--- src/rtl/mis_pkg.sv ---
package mis_pkg;
  // opcode values of the copy instruction
  localparam logic [7:0] OPC_MR8  = 8'h88;
  localparam logic [7:0] OPC_MR   = 8'h89;
  localparam logic [7:0] OPC_RM8  = 8'h8a;
  localparam logic [7:0] OPC_RM   = 8'h8b;
  localparam logic [7:0] OPC_SST  = 8'h8c;
  localparam logic [7:0] OPC_SLD  = 8'h8e;
  localparam logic [7:0] OPC_FD8  = 8'ha0;
  localparam logic [7:0] OPC_FD   = 8'ha1;
  localparam logic [7:0] OPC_TD8  = 8'ha2;
  localparam logic [7:0] OPC_TD   = 8'ha3;
  localparam logic [7:0] OPC_MI8  = 8'hc6;
  localparam logic [7:0] OPC_MI   = 8'hc7;
  localparam logic [3:0] OPC_OI_HI = 4'hb;
  localparam int         OI_WIDE_BIT = 3;
  localparam logic [2:0] MI_REG   = 3'h0;
  localparam logic [1:0] MOD_REG  = 2'h3;
  localparam int         HI_BYTE_BIT = 2;
  // segment register numbers
  localparam logic [2:0] SEG_ES = 3'h0;
  localparam logic [2:0] SEG_CS = 3'h1;
  localparam logic [2:0] SEG_SS = 3'h2;
  localparam logic [2:0] SEG_DS = 3'h3;
  localparam logic [2:0] SEG_GS = 3'h5;
  localparam int         SEG_NUM = 6;
  // selector and descriptor fields
  localparam int          SEL_TI  = 2;
  localparam int          SEL_IDX = 3;
  localparam int          DT_CODE = 3;
  localparam int          DT_CONF = 2;
  localparam int          DT_RW   = 1;
  localparam int          IMM_SIGN = 31;
  localparam logic [11:0] PAGE_FILL = 12'hfff;
  localparam logic [31:0] LIM_RST  = 32'h0000ffff;
  localparam logic [31:0] BASE_RST = 32'h00000000;
  localparam logic [15:0] SEL_RST  = 16'h0000;
  // operand masks per size
  localparam logic [63:0] MASK8  = 64'h0000_0000_0000_00ff;
  localparam logic [63:0] MASK16 = 64'h0000_0000_0000_ffff;
  localparam logic [63:0] MASK32 = 64'h0000_0000_ffff_ffff;
  localparam logic [63:0] MASK64 = 64'hffff_ffff_ffff_ffff;
  typedef enum logic [1:0] {SZ8 = 2'b00, SZ16 = 2'b01, SZ32 = 2'b10, SZ64 = 2'b11} mis_size_t;
  typedef enum logic [3:0] {
    F_NONE = 4'b0000, F_MR = 4'b0001, F_RM = 4'b0010, F_SST = 4'b0011, F_SLD = 4'b0100,
    F_FD = 4'b0101, F_TD = 4'b0110, F_OI = 4'b0111, F_MI = 4'b1000
  } mis_form_t;
  typedef enum logic [2:0] {
    FLT_NONE = 3'b000, FLT_UD = 3'b001, FLT_GP = 3'b010, FLT_SS = 3'b011, FLT_NP = 3'b100
  } mis_fault_t;
  typedef enum logic [0:0] {ST_IDLE = 1'b0, ST_WAIT = 1'b1} mis_state_t;
endpackage

--- src/rtl/mis_move_unit.sv ---
// What this block does
// - decode store, load, selector store/load, direct-offset and immediate copy forms
// - source and destination share one size: byte, word, doubleword or quadword
// - copy into the code segment register raises invalid opcode fault
// - protected segment load fills hidden descriptor part after validation
// - descriptor fetched from global or local table entry the selector names
// - null selector loads into data and extra segments without fault or checks
// - memory reference through a null data segment faults outside 64-bit mode, no access made
// - after stack segment load, interrupts held off until next instruction ends
// - in a run of stack segment loads every other one defers interrupts, starting with the first
// - selector copied to a general register lands in its low 16 bits
// - upper bits of that general register are cleared
// - 64-bit mode defaults to 32 bits, wide bit gives 64, extension bit more regs
// - direct offset is segment-base relative, width set by address size
// - with any extension prefix byte fields never pick legacy high-byte registers
// - wide immediate-to-register-or-memory form sign-extends its 32-bit immediate
// - null selector into stack segment raises protection fault, code zero
// - stack segment checks: limit, privileges, writable data; absent gives stack fault
// - data segment checks: limit, data or readable code; absent gives not-present
// - data or nonconforming code faults when both privileges exceed descriptor's
// - memory destination in non-writable segment raises protection fault, code zero
// - effective address past a segment limit faults, code zero: stack fault through SS, else protection fault
module mis_move_unit
  import mis_pkg::*;
(
  // clock and reset
  input  wire logic        core_clk_i,
  input  wire logic        srst_i,
  // instruction issue
  input  wire logic        instr_valid_i,
  input  wire logic [7:0]  opcode_i,
  input  wire logic [7:0]  modrm_i,
  input  wire logic        rex_present_i,
  input  wire logic        wide_operand_prefix_bit_i,
  input  wire logic        register_extension_prefix_bit_i,
  input  wire logic        rex_b_i,
  input  wire logic        opsize16_i,
  input  wire mis_size_t   addr_size_i,
  input  wire logic        mode64_i,
  input  wire logic        prot_mode_i,
  input  wire logic [1:0]  cpl_i,
  input  wire logic [63:0] src_data_i,
  input  wire logic [63:0] imm_i,
  input  wire logic [63:0] mem_ea_i,
  input  wire logic [2:0]  mem_seg_i,
  // descriptor tables
  input  wire logic [31:0] gdt_base_i,
  input  wire logic [15:0] gdt_limit_i,
  input  wire logic [31:0] ldt_base_i,
  input  wire logic [15:0] ldt_limit_i,
  input  wire logic        desc_valid_i,
  input  wire logic        desc_present_i,
  input  wire logic        desc_s_i,
  input  wire logic [3:0]  desc_type_i,
  input  wire logic [1:0]  desc_dpl_i,
  input  wire logic [31:0] desc_base_i,
  input  wire logic [19:0] desc_limit_i,
  input  wire logic        desc_g_i,
  // results
  output logic             ready_o,
  output logic             done_o,
  output mis_form_t        form_o,
  output mis_size_t        size_o,
  output logic             wr_gpr_o,
  output logic             wr_mem_o,
  output logic [3:0]       dst_idx_o,
  output logic             dst_hi_byte_o,
  output logic [63:0]      wr_data_o,
  output logic [63:0]      mem_addr_o,
  output logic             fault_o,
  output mis_fault_t       fault_kind_o,
  output logic [15:0]      fault_code_o,
  output logic             desc_req_o,
  output logic [31:0]      desc_addr_o,
  output logic             int_inhibit_o
);

  function automatic mis_form_t form_of(input logic [7:0] op, input logic [2:0] rf);
    mis_form_t f;
    f = F_NONE;
    if (op == OPC_MR8 || op == OPC_MR) f = F_MR;
    else if (op == OPC_RM8 || op == OPC_RM) f = F_RM;
    else if (op == OPC_SST) f = F_SST;
    else if (op == OPC_SLD) f = F_SLD;
    else if (op == OPC_FD8 || op == OPC_FD) f = F_FD;
    else if (op == OPC_TD8 || op == OPC_TD) f = F_TD;
    else if (op[7:4] == OPC_OI_HI) f = F_OI;
    else if ((op == OPC_MI8 || op == OPC_MI) && rf == MI_REG) f = F_MI;
    return f;
  endfunction

  function automatic logic [63:0] size_mask(input mis_size_t s);
    case (s)
      SZ8:     return MASK8;
      SZ16:    return MASK16;
      SZ32:    return MASK32;
      default: return MASK64;
    endcase
  endfunction

  // returns {high byte, register index}
  function automatic logic [4:0] gpr_sel(input logic x, input logic [2:0] c,
                                          input logic byte_op, input logic rex);
    if (byte_op && !rex && c[HI_BYTE_BIT]) return {1'b1, 2'b00, c[1:0]};
    return {1'b0, x, c};
  endfunction

  mis_state_t  state_reg, state_next;
  logic [15:0] seg_sel_reg [SEG_NUM];
  logic [15:0] seg_sel_next [SEG_NUM];
  logic [31:0] seg_base_reg [SEG_NUM];
  logic [31:0] seg_base_next [SEG_NUM];
  logic [31:0] seg_lim_reg [SEG_NUM];
  logic [31:0] seg_lim_next [SEG_NUM];
  logic        seg_wr_reg [SEG_NUM];
  logic        seg_wr_next [SEG_NUM];
  logic        seg_nul_reg [SEG_NUM];
  logic        seg_nul_next [SEG_NUM];
  logic [2:0]  pend_seg_reg, pend_seg_next;
  logic [15:0] pend_sel_reg, pend_sel_next;
  logic        ready_reg, ready_next, done_reg, done_next, inh_reg, inh_next;
  logic        wr_gpr_reg, wr_gpr_next, wr_mem_reg, wr_mem_next;
  logic        hi_reg, hi_next, fault_reg, fault_next, dreq_reg, dreq_next;
  mis_form_t   form_reg, form_next;
  mis_size_t   size_reg, size_next;
  mis_fault_t  kind_reg, kind_next, kind;
  logic [3:0]  dst_reg, dst_next;
  logic [63:0] data_reg, data_next, addr_reg, addr_next;
  logic [15:0] code_reg, code_next, code;
  logic [31:0] daddr_reg, daddr_next;
  // decode results
  logic [2:0]  reg_f, seg_ix, sr_ix;
  logic        mod_reg, byte_op, mem_op, mem_wr, gpr_wr, mem_nul, mem_over, acc;
  mis_form_t   form;
  mis_size_t   opsz;
  logic [4:0]  dst;
  logic [63:0] ea_m, mem_addr, res;
  logic [15:0] sel, sst_sel, tbl_lim, idx_end;
  logic [31:0] tbl_base, lim_exp;
  logic        sel_nul, is_code, is_rw, is_conf;
  // load control
  logic        fin, load, ld_wr, ld_nul;
  logic [2:0]  ld_seg;
  logic [31:0] ld_base, ld_lim;

  assign acc = instr_valid_i && state_reg == ST_IDLE;

  // operand decode; all of it is combinational off the issue and descriptor inputs and the segment registers
  always_comb
  begin
    reg_f   = modrm_i[5:3];
    mod_reg = modrm_i[7:6] == MOD_REG;
    form    = form_of(opcode_i, reg_f);
    // selector moves are never byte wide, so 8c never picks a high-byte register
    byte_op = (form == F_OI) ? !opcode_i[OI_WIDE_BIT]
            : (form != F_SST && form != F_SLD && !opcode_i[0]);
    sr_ix   = (reg_f > SEG_GS) ? SEG_DS : reg_f;
    seg_ix  = (mem_seg_i > SEG_GS) ? SEG_DS : mem_seg_i;
    if (byte_op && form != F_SST && form != F_SLD) opsz = SZ8;
    else if (form == F_SLD || (form == F_SST && !mod_reg)) opsz = SZ16;
    else if (mode64_i && wide_operand_prefix_bit_i) opsz = SZ64;
    else if (opsize16_i) opsz = SZ16;
    else opsz = SZ32;
    case (form)
      F_RM:    dst = gpr_sel(register_extension_prefix_bit_i, reg_f, byte_op, rex_present_i);
      F_OI:    dst = gpr_sel(rex_b_i, opcode_i[2:0], byte_op, rex_present_i);
      F_FD:    dst = 5'h00;
      default: dst = gpr_sel(rex_b_i, modrm_i[2:0], byte_op, rex_present_i);
    endcase
    mem_op = form == F_FD || form == F_TD || (form != F_OI && form != F_NONE && !mod_reg);
    mem_wr = form == F_TD || ((form == F_MR || form == F_SST || form == F_MI) && !mod_reg);
    gpr_wr = !mem_wr && form != F_SLD && form != F_TD;
    sst_sel = seg_sel_reg[sr_ix];
    case (form)
      F_SST:   res = {48'h0, sst_sel};
      F_OI:    res = imm_i;
      F_MI:    res = (opsz == SZ64) ? {{32{imm_i[IMM_SIGN]}}, imm_i[31:0]} : imm_i;
      default: res = src_data_i;
    endcase
    // offsets are cut to the address size, then added to the segment base
    ea_m     = mem_ea_i & size_mask(addr_size_i);
    mem_addr = {32'h0, seg_base_reg[seg_ix]} + ea_m;
    mem_nul  = prot_mode_i && !mode64_i && seg_nul_reg[seg_ix];
    // flat 64-bit mode has no limits; only the start address is compared
    mem_over = !mode64_i && ea_m > {32'h0, seg_lim_reg[seg_ix]};
    sel      = src_data_i[15:0];
    sel_nul  = sel[15:SEL_TI] == '0;
    tbl_base = sel[SEL_TI] ? ldt_base_i : gdt_base_i;
    tbl_lim  = sel[SEL_TI] ? ldt_limit_i : gdt_limit_i;
    idx_end  = {sel[15:SEL_IDX], 3'b111};
    is_code  = desc_type_i[DT_CODE];
    is_rw    = desc_type_i[DT_RW];
    is_conf  = desc_type_i[DT_CONF];
    lim_exp  = desc_g_i ? {desc_limit_i, PAGE_FILL} : {12'h0, desc_limit_i};
  end

  // execution: one instruction at a time, segment loads may wait for a descriptor
  always_comb
  begin
    state_next    = state_reg;
    seg_sel_next  = seg_sel_reg;
    seg_base_next = seg_base_reg;
    seg_lim_next  = seg_lim_reg;
    seg_wr_next   = seg_wr_reg;
    seg_nul_next  = seg_nul_reg;
    pend_seg_next = pend_seg_reg;
    pend_sel_next = pend_sel_reg;
    form_next = form_reg;
    size_next = size_reg;
    dst_next  = dst_reg;
    hi_next   = hi_reg;
    data_next = data_reg;
    addr_next = addr_reg;
    kind_next = kind_reg;
    code_next = code_reg;
    daddr_next = daddr_reg;
    done_next = 1'b0;
    fault_next = 1'b0;
    dreq_next = 1'b0;
    wr_gpr_next = 1'b0;
    wr_mem_next = 1'b0;
    kind = FLT_NONE;
    code = 16'h0000;
    fin = 1'b0;
    load = 1'b0;
    ld_seg = sr_ix;
    ld_base = {12'h0, sel, 4'h0};
    ld_lim = LIM_RST;
    ld_wr = 1'b1;
    ld_nul = 1'b0;
    case (state_reg)
      ST_IDLE:
        if (instr_valid_i)
        begin
          fin = 1'b1;
          form_next = form;
          size_next = opsz;
          dst_next  = dst[3:0];
          hi_next   = dst[4];
          data_next = res & size_mask(opsz);
          addr_next = mem_addr;
          if (form == F_NONE || (form == F_SLD && reg_f == SEG_CS) || reg_f > SEG_GS && (form == F_SLD || form == F_SST))
            kind = FLT_UD;
          else if (mem_op && mem_nul)
            kind = FLT_GP;
          else if (mem_op && mem_over)
            kind = (seg_ix == SEG_SS) ? FLT_SS : FLT_GP;
          else if (mem_wr && prot_mode_i && !seg_wr_reg[seg_ix])
            kind = FLT_GP;
          else if (form == F_SLD)
          begin
            load = 1'b1;
            pend_seg_next = sr_ix;
            pend_sel_next = sel;
            if (!prot_mode_i)
              ld_nul = 1'b0;
            else if (sel_nul)
            begin
              if (sr_ix == SEG_SS) kind = FLT_GP;
              ld_nul = 1'b1;
            end
            else if (idx_end > tbl_lim)
            begin
              kind = FLT_GP;
              code = {sel[15:SEL_TI], 2'b00};
            end
            else
            begin
              fin = 1'b0;
              load = 1'b0;
              dreq_next = 1'b1;
              daddr_next = tbl_base + {16'h0, sel[15:SEL_IDX], 3'b000};
              state_next = ST_WAIT;
            end
          end
        end
      ST_WAIT:
        if (desc_valid_i)
        begin
          fin = 1'b1;
          load = 1'b1;
          ld_seg = pend_seg_reg;
          code = {pend_sel_reg[15:SEL_TI], 2'b00};
          ld_base = desc_base_i;
          ld_lim = lim_exp;
          ld_wr = !is_code && is_rw;
          state_next = ST_IDLE;
          if (pend_seg_reg == SEG_SS)
          begin
            if (pend_sel_reg[1:0] != cpl_i || !desc_s_i || is_code || !is_rw || desc_dpl_i != cpl_i)
              kind = FLT_GP;
            else if (!desc_present_i)
              kind = FLT_SS;
          end
          else if (!desc_s_i || (is_code && !is_rw))
            kind = FLT_GP;
          else if ((!is_code || !is_conf) && pend_sel_reg[1:0] > desc_dpl_i && cpl_i > desc_dpl_i)
            kind = FLT_GP;
          else if (!desc_present_i)
            kind = FLT_NP;
        end
      default:
        state_next = ST_IDLE;
    endcase
    if (fin)
    begin
      done_next  = 1'b1;
      fault_next = kind != FLT_NONE;
      kind_next  = kind;
      code_next  = code;
      wr_gpr_next = kind == FLT_NONE && gpr_wr && state_reg == ST_IDLE;
      wr_mem_next = kind == FLT_NONE && mem_wr && state_reg == ST_IDLE;
    end
    // a faulting load never touches the segment state
    if (load && kind == FLT_NONE)
    begin
      seg_sel_next[ld_seg]  = (state_reg == ST_WAIT) ? pend_sel_reg : sel;
      seg_base_next[ld_seg] = ld_base;
      seg_lim_next[ld_seg]  = ld_lim;
      seg_wr_next[ld_seg]   = ld_wr;
      seg_nul_next[ld_seg]  = ld_nul;
    end
    // the window ends with the next instruction; a second stack load does not rearm it
    inh_next = inh_reg;
    if (fin) inh_next = 1'b0;
    if (fin && load && kind == FLT_NONE && ld_seg == SEG_SS && !inh_reg)
      inh_next = 1'b1;
    ready_next = state_next == ST_IDLE;
  end

  // state registers
  always_ff @(posedge core_clk_i)
  begin
    if (srst_i)
    begin
      state_reg <= ST_IDLE;
      for (int i = 0; i < SEG_NUM; i++)
      begin
        seg_sel_reg[i]  <= SEL_RST;
        seg_base_reg[i] <= BASE_RST;
        seg_lim_reg[i]  <= LIM_RST;
        seg_wr_reg[i]   <= 1'b1;
        seg_nul_reg[i]  <= 1'b0;
      end
      pend_seg_reg <= SEG_DS;
      pend_sel_reg <= SEL_RST;
      ready_reg <= 1'b1;
      done_reg <= 1'b0;
      inh_reg <= 1'b0;
      wr_gpr_reg <= 1'b0;
      wr_mem_reg <= 1'b0;
      hi_reg <= 1'b0;
      fault_reg <= 1'b0;
      dreq_reg <= 1'b0;
      form_reg <= F_NONE;
      size_reg <= SZ8;
      kind_reg <= FLT_NONE;
      dst_reg <= 4'h0;
      data_reg <= 64'h0;
      addr_reg <= 64'h0;
      code_reg <= 16'h0;
      daddr_reg <= 32'h0;
    end
    else
    begin
      state_reg <= state_next;
      seg_sel_reg  <= seg_sel_next;
      seg_base_reg <= seg_base_next;
      seg_lim_reg  <= seg_lim_next;
      seg_wr_reg   <= seg_wr_next;
      seg_nul_reg  <= seg_nul_next;
      pend_seg_reg <= pend_seg_next;
      pend_sel_reg <= pend_sel_next;
      ready_reg <= ready_next;
      done_reg <= done_next;
      inh_reg <= inh_next;
      wr_gpr_reg <= wr_gpr_next;
      wr_mem_reg <= wr_mem_next;
      hi_reg <= hi_next;
      fault_reg <= fault_next;
      dreq_reg <= dreq_next;
      form_reg <= form_next;
      size_reg <= size_next;
      kind_reg <= kind_next;
      dst_reg <= dst_next;
      data_reg <= data_next;
      addr_reg <= addr_next;
      code_reg <= code_next;
      daddr_reg <= daddr_next;
    end
  end

  // outputs straight from flops
  assign ready_o = ready_reg;
  assign done_o = done_reg;
  assign form_o = form_reg;
  assign size_o = size_reg;
  assign wr_gpr_o = wr_gpr_reg;
  assign wr_mem_o = wr_mem_reg;
  assign dst_idx_o = dst_reg;
  assign dst_hi_byte_o = hi_reg;
  assign wr_data_o = data_reg;
  assign mem_addr_o = addr_reg;
  assign fault_o = fault_reg;
  assign fault_kind_o = kind_reg;
  assign fault_code_o = code_reg;
  assign desc_req_o = dreq_reg;
  assign desc_addr_o = daddr_reg;
  assign int_inhibit_o = inh_reg;
endmodule

--- config.mk ---
export PLATFORM = sky130hd
export DESIGN_NAME = mis_move_unit
export DESIGN_NICKNAME = d
export VERILOG_FILES = /design/src/rtl/mis_pkg.sv /design/src/rtl/mis_move_unit.sv
export SDC_FILE = /design/constraint.sdc
export NUM_CORES = 2
export LEC_CHECK = 0
export BUFFER_PORTS_ARGS = -buffer_cell sky130_fd_sc_hd__buf_4
export CORE_MARGIN = 4
export CORE_UTILIZATION = 25
export DETAILED_ROUTE_END_ITERATION = 10
export PLACE_DENSITY_LB_ADDON = 0.2
export SETUP_SLACK_MARGIN = 0.15
export SKIP_CTS_REPAIR_TIMING = 1
export SYNTH_ARGS = -nofsm -noshare
export SYNTH_HDL_FRONTEND = slang
export SYNTH_SLANG_ARGS = --single-unit
--- constraint.sdc ---
create_clock -name core_clk_i -period 6.86 [get_ports core_clk_i]
set_input_delay 1.029 -clock core_clk_i [delete_from_list [all_inputs] [get_ports core_clk_i]]
set_output_delay 1.029 -clock core_clk_i [all_outputs]
set_load 0.005 [all_outputs]
==> summary.md <==
| Metric | Value |
|---|---|
| Result of the run | finished clean |
| Capturing element of the worst setup path | seg_lim_reg[53]$_SDFFE_PP0P_ |
| Total power | 10000 µW |
| Top post-synthesis cells by area | sky130_fd_sc_hd__dfxtp_1 (40%), sky130_fd_sc_hd__mux2i_1 (17%), sky130_fd_sc_hd__nand2_1 (7.6%) |
| Std cell rows | about 140 |
| Fraction of registers with async set/reset | 0% |
| Final hold vios | 0 |
| Number of unique standard cell types used by synthesis | 79 |
| Relative contribution of combinational cells to total power | between 10% and 20% |
| Global-route wire length before repair | around 210 mm |
| Worst slack at placement | about 240 ps |
| Type of the setup path with the least slack | input port to flip-flop |
| Max cap viols | 0 |
| Post-synth top area cell | sky130_fd_sc_hd__dfxtp_1 |
| Detailed-route DRC error count | 0 |
| Starting density of the core | around a quarter |
| Startpoint of the most critical register-to-register path | seg_lim_reg[26]$_SDFFE_PP0P_ |
| Layout fillers | 14.8k |
| Internal power | around 7300 µW |
| Area taken by multi-input logic gates | ~20000 µm² |
| Drt wl/cell | 23.0 µm |
| Length of the first detailed-routing pass in iterations | 8 |
| Worst hold-check path type | flip-flop to flip-flop |
| Area of all sequential standard cells | 14200 µm² |
| Setup repair after global routing missed its margin | false |
| TNS Setup | 0 ps |
| Max Freq | approximately 0.17 GHz |
| Clock tree root buffer cell | sky130_fd_sc_hd__clkbuf_16 |
| Number of synthesized flops with an enable pin | 0 |
| Switching share of total power | between 20% and 30% |
| Crit path largest cell delay | 750 ps |
| Number of clock buffers inserted by TritonCTS | 85 |
| Worst slew pin tran | 1230 ps |
| Die footprint | 148000 µm² |
| Minimum setup slack in the final design | 1050 ps |
| Portion of the clock cycle consumed by the worst path in the final layout | 84.7% |
| Global-route total usage across every layer | 18.8% |
| Clock tree from TritonCTS | built |
| Cells after synthesis | 3949 |
| Detailed-route wire length | between 100 and 150 mm |
| Maximum fanout count along the critical path | 22 |
| Via count | 31.2k |
| Area added between synthesis and finish | 26.6% |
| Data arrival time of the critical path | between 6000 and 7000 ps |
| Worst VDD drop | 0.000158 V |
| DIE HEIGHT | just under 400 µm |
| Gr ovfl total | 0 |
| Cell area after synthesis | 35600 µm² |
| Die width | 385 µm |
| Worst path cell trace | buf_4 -> mux4_2 -> o21ai_0 -> ha_1 -> nand4_1 -> nor4_1 -> a221oi_1 -> nand2b_1 -> nor4_1 -> o211ai_1 -> o32a_1 -> nor4b_2 -> buf_4 -> buf_12 -> mux2i_1 |
| Sequential share of the synthesized area | 39.8% |
| Synth Area per Inst | 9.01 µm² |
| Number of global-route vias before repair | 29.4k |
| Final core utilization | about a third |
| Switching component of the power | 2700 µW |
| Share of post-route cells with drive strength above 1 | 21.1% |
| Worst clock skew | approximately 46 ps |
| Nets | 4901 |
| Fraction of post-synthesis cell area in the top cell type by area | 39.8% |
| Required time worst endpoint | 7450 ps |
| Maximum number of pins on one net before global-route repair | between 100 and 150 |
| Slew HR | 17.7% |
| Post-synth top flop | sky130_fd_sc_hd__dfxtp_1 |
| Max Transition Viols Final | 0 |
| Clock tree buffer depth | 3 |
| # IOs | 580 |
| Startpoint Class | input port |
| H-tree depth | 3 |
| Setup slack of the most critical reg-to-reg path | 1660 ps |
| Proportion of power drawn by flip-flops and latches | 41.6% |
| Clock latency on the worst-skew pair | around 700 ps |
| Setup crit end kind | flip-flop |
| Leakage Power | roughly 0.018 µW |
| Number of warnings reported in the yosys synthesis log | 0 |
| Placed Instance Area | 42200 µm² |
| Power density over the cells | 222 nW/µm² |
| Post-layout minimum cycle time | slightly below 6000 ps |
| Buffers added on ports | 576 |
| Cell with the most instances after synthesis | sky130_fd_sc_hd__nand2_1 |
| Global placer's final weighted congestion | 0.868 |
| Clock sink count | 707 |
| Commonest cells post-synth | sky130_fd_sc_hd__nand2_1 (724), sky130_fd_sc_hd__dfxtp_1 (707), sky130_fd_sc_hd__mux2i_1 (616) |
| Hold path startpoint | mem_addr_o[45]$_SDFFE_PP0P_ |
| Worst R2R End | seg_lim_reg[53]$_SDFFE_PP0P_ |
| Flip-flop and latch count after synthesis | 707 |
| Final Setup Violations | 0 |
| Routed via count divided by cell count | 4.89 |
| DRC marker count from the first detailed-route iteration | 2273 |
| Clock-pin slew of the registers on the worst-case setup and hold paths | ~60 ps |
| Area of all placed cells without fillers | 45100 µm² |
| DPL Wire Length | 106 mm |
| Worst path slowest cell | sky130_fd_sc_hd__nor4_1 |
| Antenna violations before repair | 22 |
| Clock share of power | a little under half |
| Number of nets with antenna violations after routing | 0 |
| Worst setup path startpoint | mem_seg_i[0] |
| Depth of the worst register-to-register path | 14 |
| Core region area | 141000 µm² |
==> power groups by stage <==
stage	registers, µW	clock network, µW	logic (µW)
floorplan	4260	0	561
global placement	4260	0	1150
detailed placement	4270	0	1150
CTS	4170	4840	1150
global route	4180	4990	1240
finish	4170	4700	1150
==> placed cells by master, fill, tap and decap left out, types with 10 or more instances in the layout <==
cell type                   instances
sky130_fd_sc_hd__nand2_1          724
sky130_fd_sc_hd__dfxtp_1          707
sky130_fd_sc_hd__buf_4            641
sky130_fd_sc_hd__mux2i_1          616
sky130_fd_sc_hd__nor2_1           314
sky130_fd_sc_hd__a21oi_1          254
sky130_fd_sc_hd__o21ai_0          144
sky130_fd_sc_hd__ha_1              94
sky130_fd_sc_hd__clkbuf_16         86
sky130_fd_sc_hd__mux4_2            66
sky130_fd_sc_hd__a22oi_1           66
sky130_fd_sc_hd__nand3_1           53
sky130_fd_sc_hd__nor3_1            42
sky130_fd_sc_hd__a211oi_1          41
sky130_fd_sc_hd__xnor2_1           41
sky130_fd_sc_hd__nor2b_1           38
sky130_fd_sc_hd__mux2_2            37
sky130_fd_sc_hd__inv_1             35
sky130_fd_sc_hd__buf_12            30
sky130_fd_sc_hd__nand4_1           26
sky130_fd_sc_hd__and3_1            25
sky130_fd_sc_hd__nor4_1            25
sky130_fd_sc_hd__a21o_1            24
sky130_fd_sc_hd__and2_1            23
sky130_fd_sc_hd__o211ai_1          23
sky130_fd_sc_hd__clkbuf_8          23
sky130_fd_sc_hd__xor2_1            21
sky130_fd_sc_hd__a22o_1            19
sky130_fd_sc_hd__clkinv_2          17
sky130_fd_sc_hd__clkbuf_1          16
sky130_fd_sc_hd__a222oi_1          14
sky130_fd_sc_hd__a221oi_1          13
sky130_fd_sc_hd__or3_1             12
sky130_fd_sc_hd__a31oi_1           10
sky130_fd_sc_hd__o21a_1            10
sky130_fd_sc_hd__nand2b_1          10
==> logic make-up after synthesis <==
group | Yosys count | synth area share (%)
compound gates | 687 | 12.1
xor+xnor | 62 | 1.53
fa+ha+maj | 96 | 3.42
buf+inv | 323 | 4.09
flops | 707 | 39.8
mux | 719 | 22.7
other cells | 1 | 0.0105
simple gates | 1354 | 16.4
==> worst max-delay path, delay by kind of cell <==
family	cells	cell delay, ps
simple gates	5	1620
buf+inv	3	940
compound gates	4	1630
mux	2	770
fa+ha+maj	1	360
==> routing by layer <==
metal  global-route usage, %  part of all wire, %
met1                    27.5                   49
met2                    28.1                   43
met3                    4.31                  6.6
met4                    3.39                  1.6
met5                       0                0.071
==> layout make-up <==
class                   count  share of cell area, %
diodes                      6                 0.0333
clock inverters            30                  0.816
flip-flops and latches    707                   31.4
clock buffers             125                   5.61
well taps                1890                   5.25
multi-input cells        2920                   44.5
repair buffers            672                   12.0
inverters                  36                  0.316
==> metrics by stage <==
| stage | instances | hold slack, ps |
|---|---|---|
| after detailed placement | 6225 | 437 |
| final | 6386 | 445 |
| after CTS | 6380 | 446 |
| after floorplan | 3950 | 416 |
| after global routing | 6381 | 467 |
| after global placement | 6225 | 432 |
==> how the worst min path moves through the flow <==
stage               slack, ps  depth (start not counted)                             to
floorplan                 420                          1     seg_wr_reg[3]$_SDFFE_PP1P_
global placement          430                          1     seg_wr_reg[3]$_SDFFE_PP1P_
detailed placement        440                          1     seg_wr_reg[3]$_SDFFE_PP1P_
CTS                       450                          2    mem_addr_o[45]$_SDFFE_PP0P_
global route              470                          2  seg_base_reg[20]$_SDFFE_PP0P_
finish                    440                          2    mem_addr_o[45]$_SDFFE_PP0P_
Note: power is estimated with default switching activity, not from simulation.
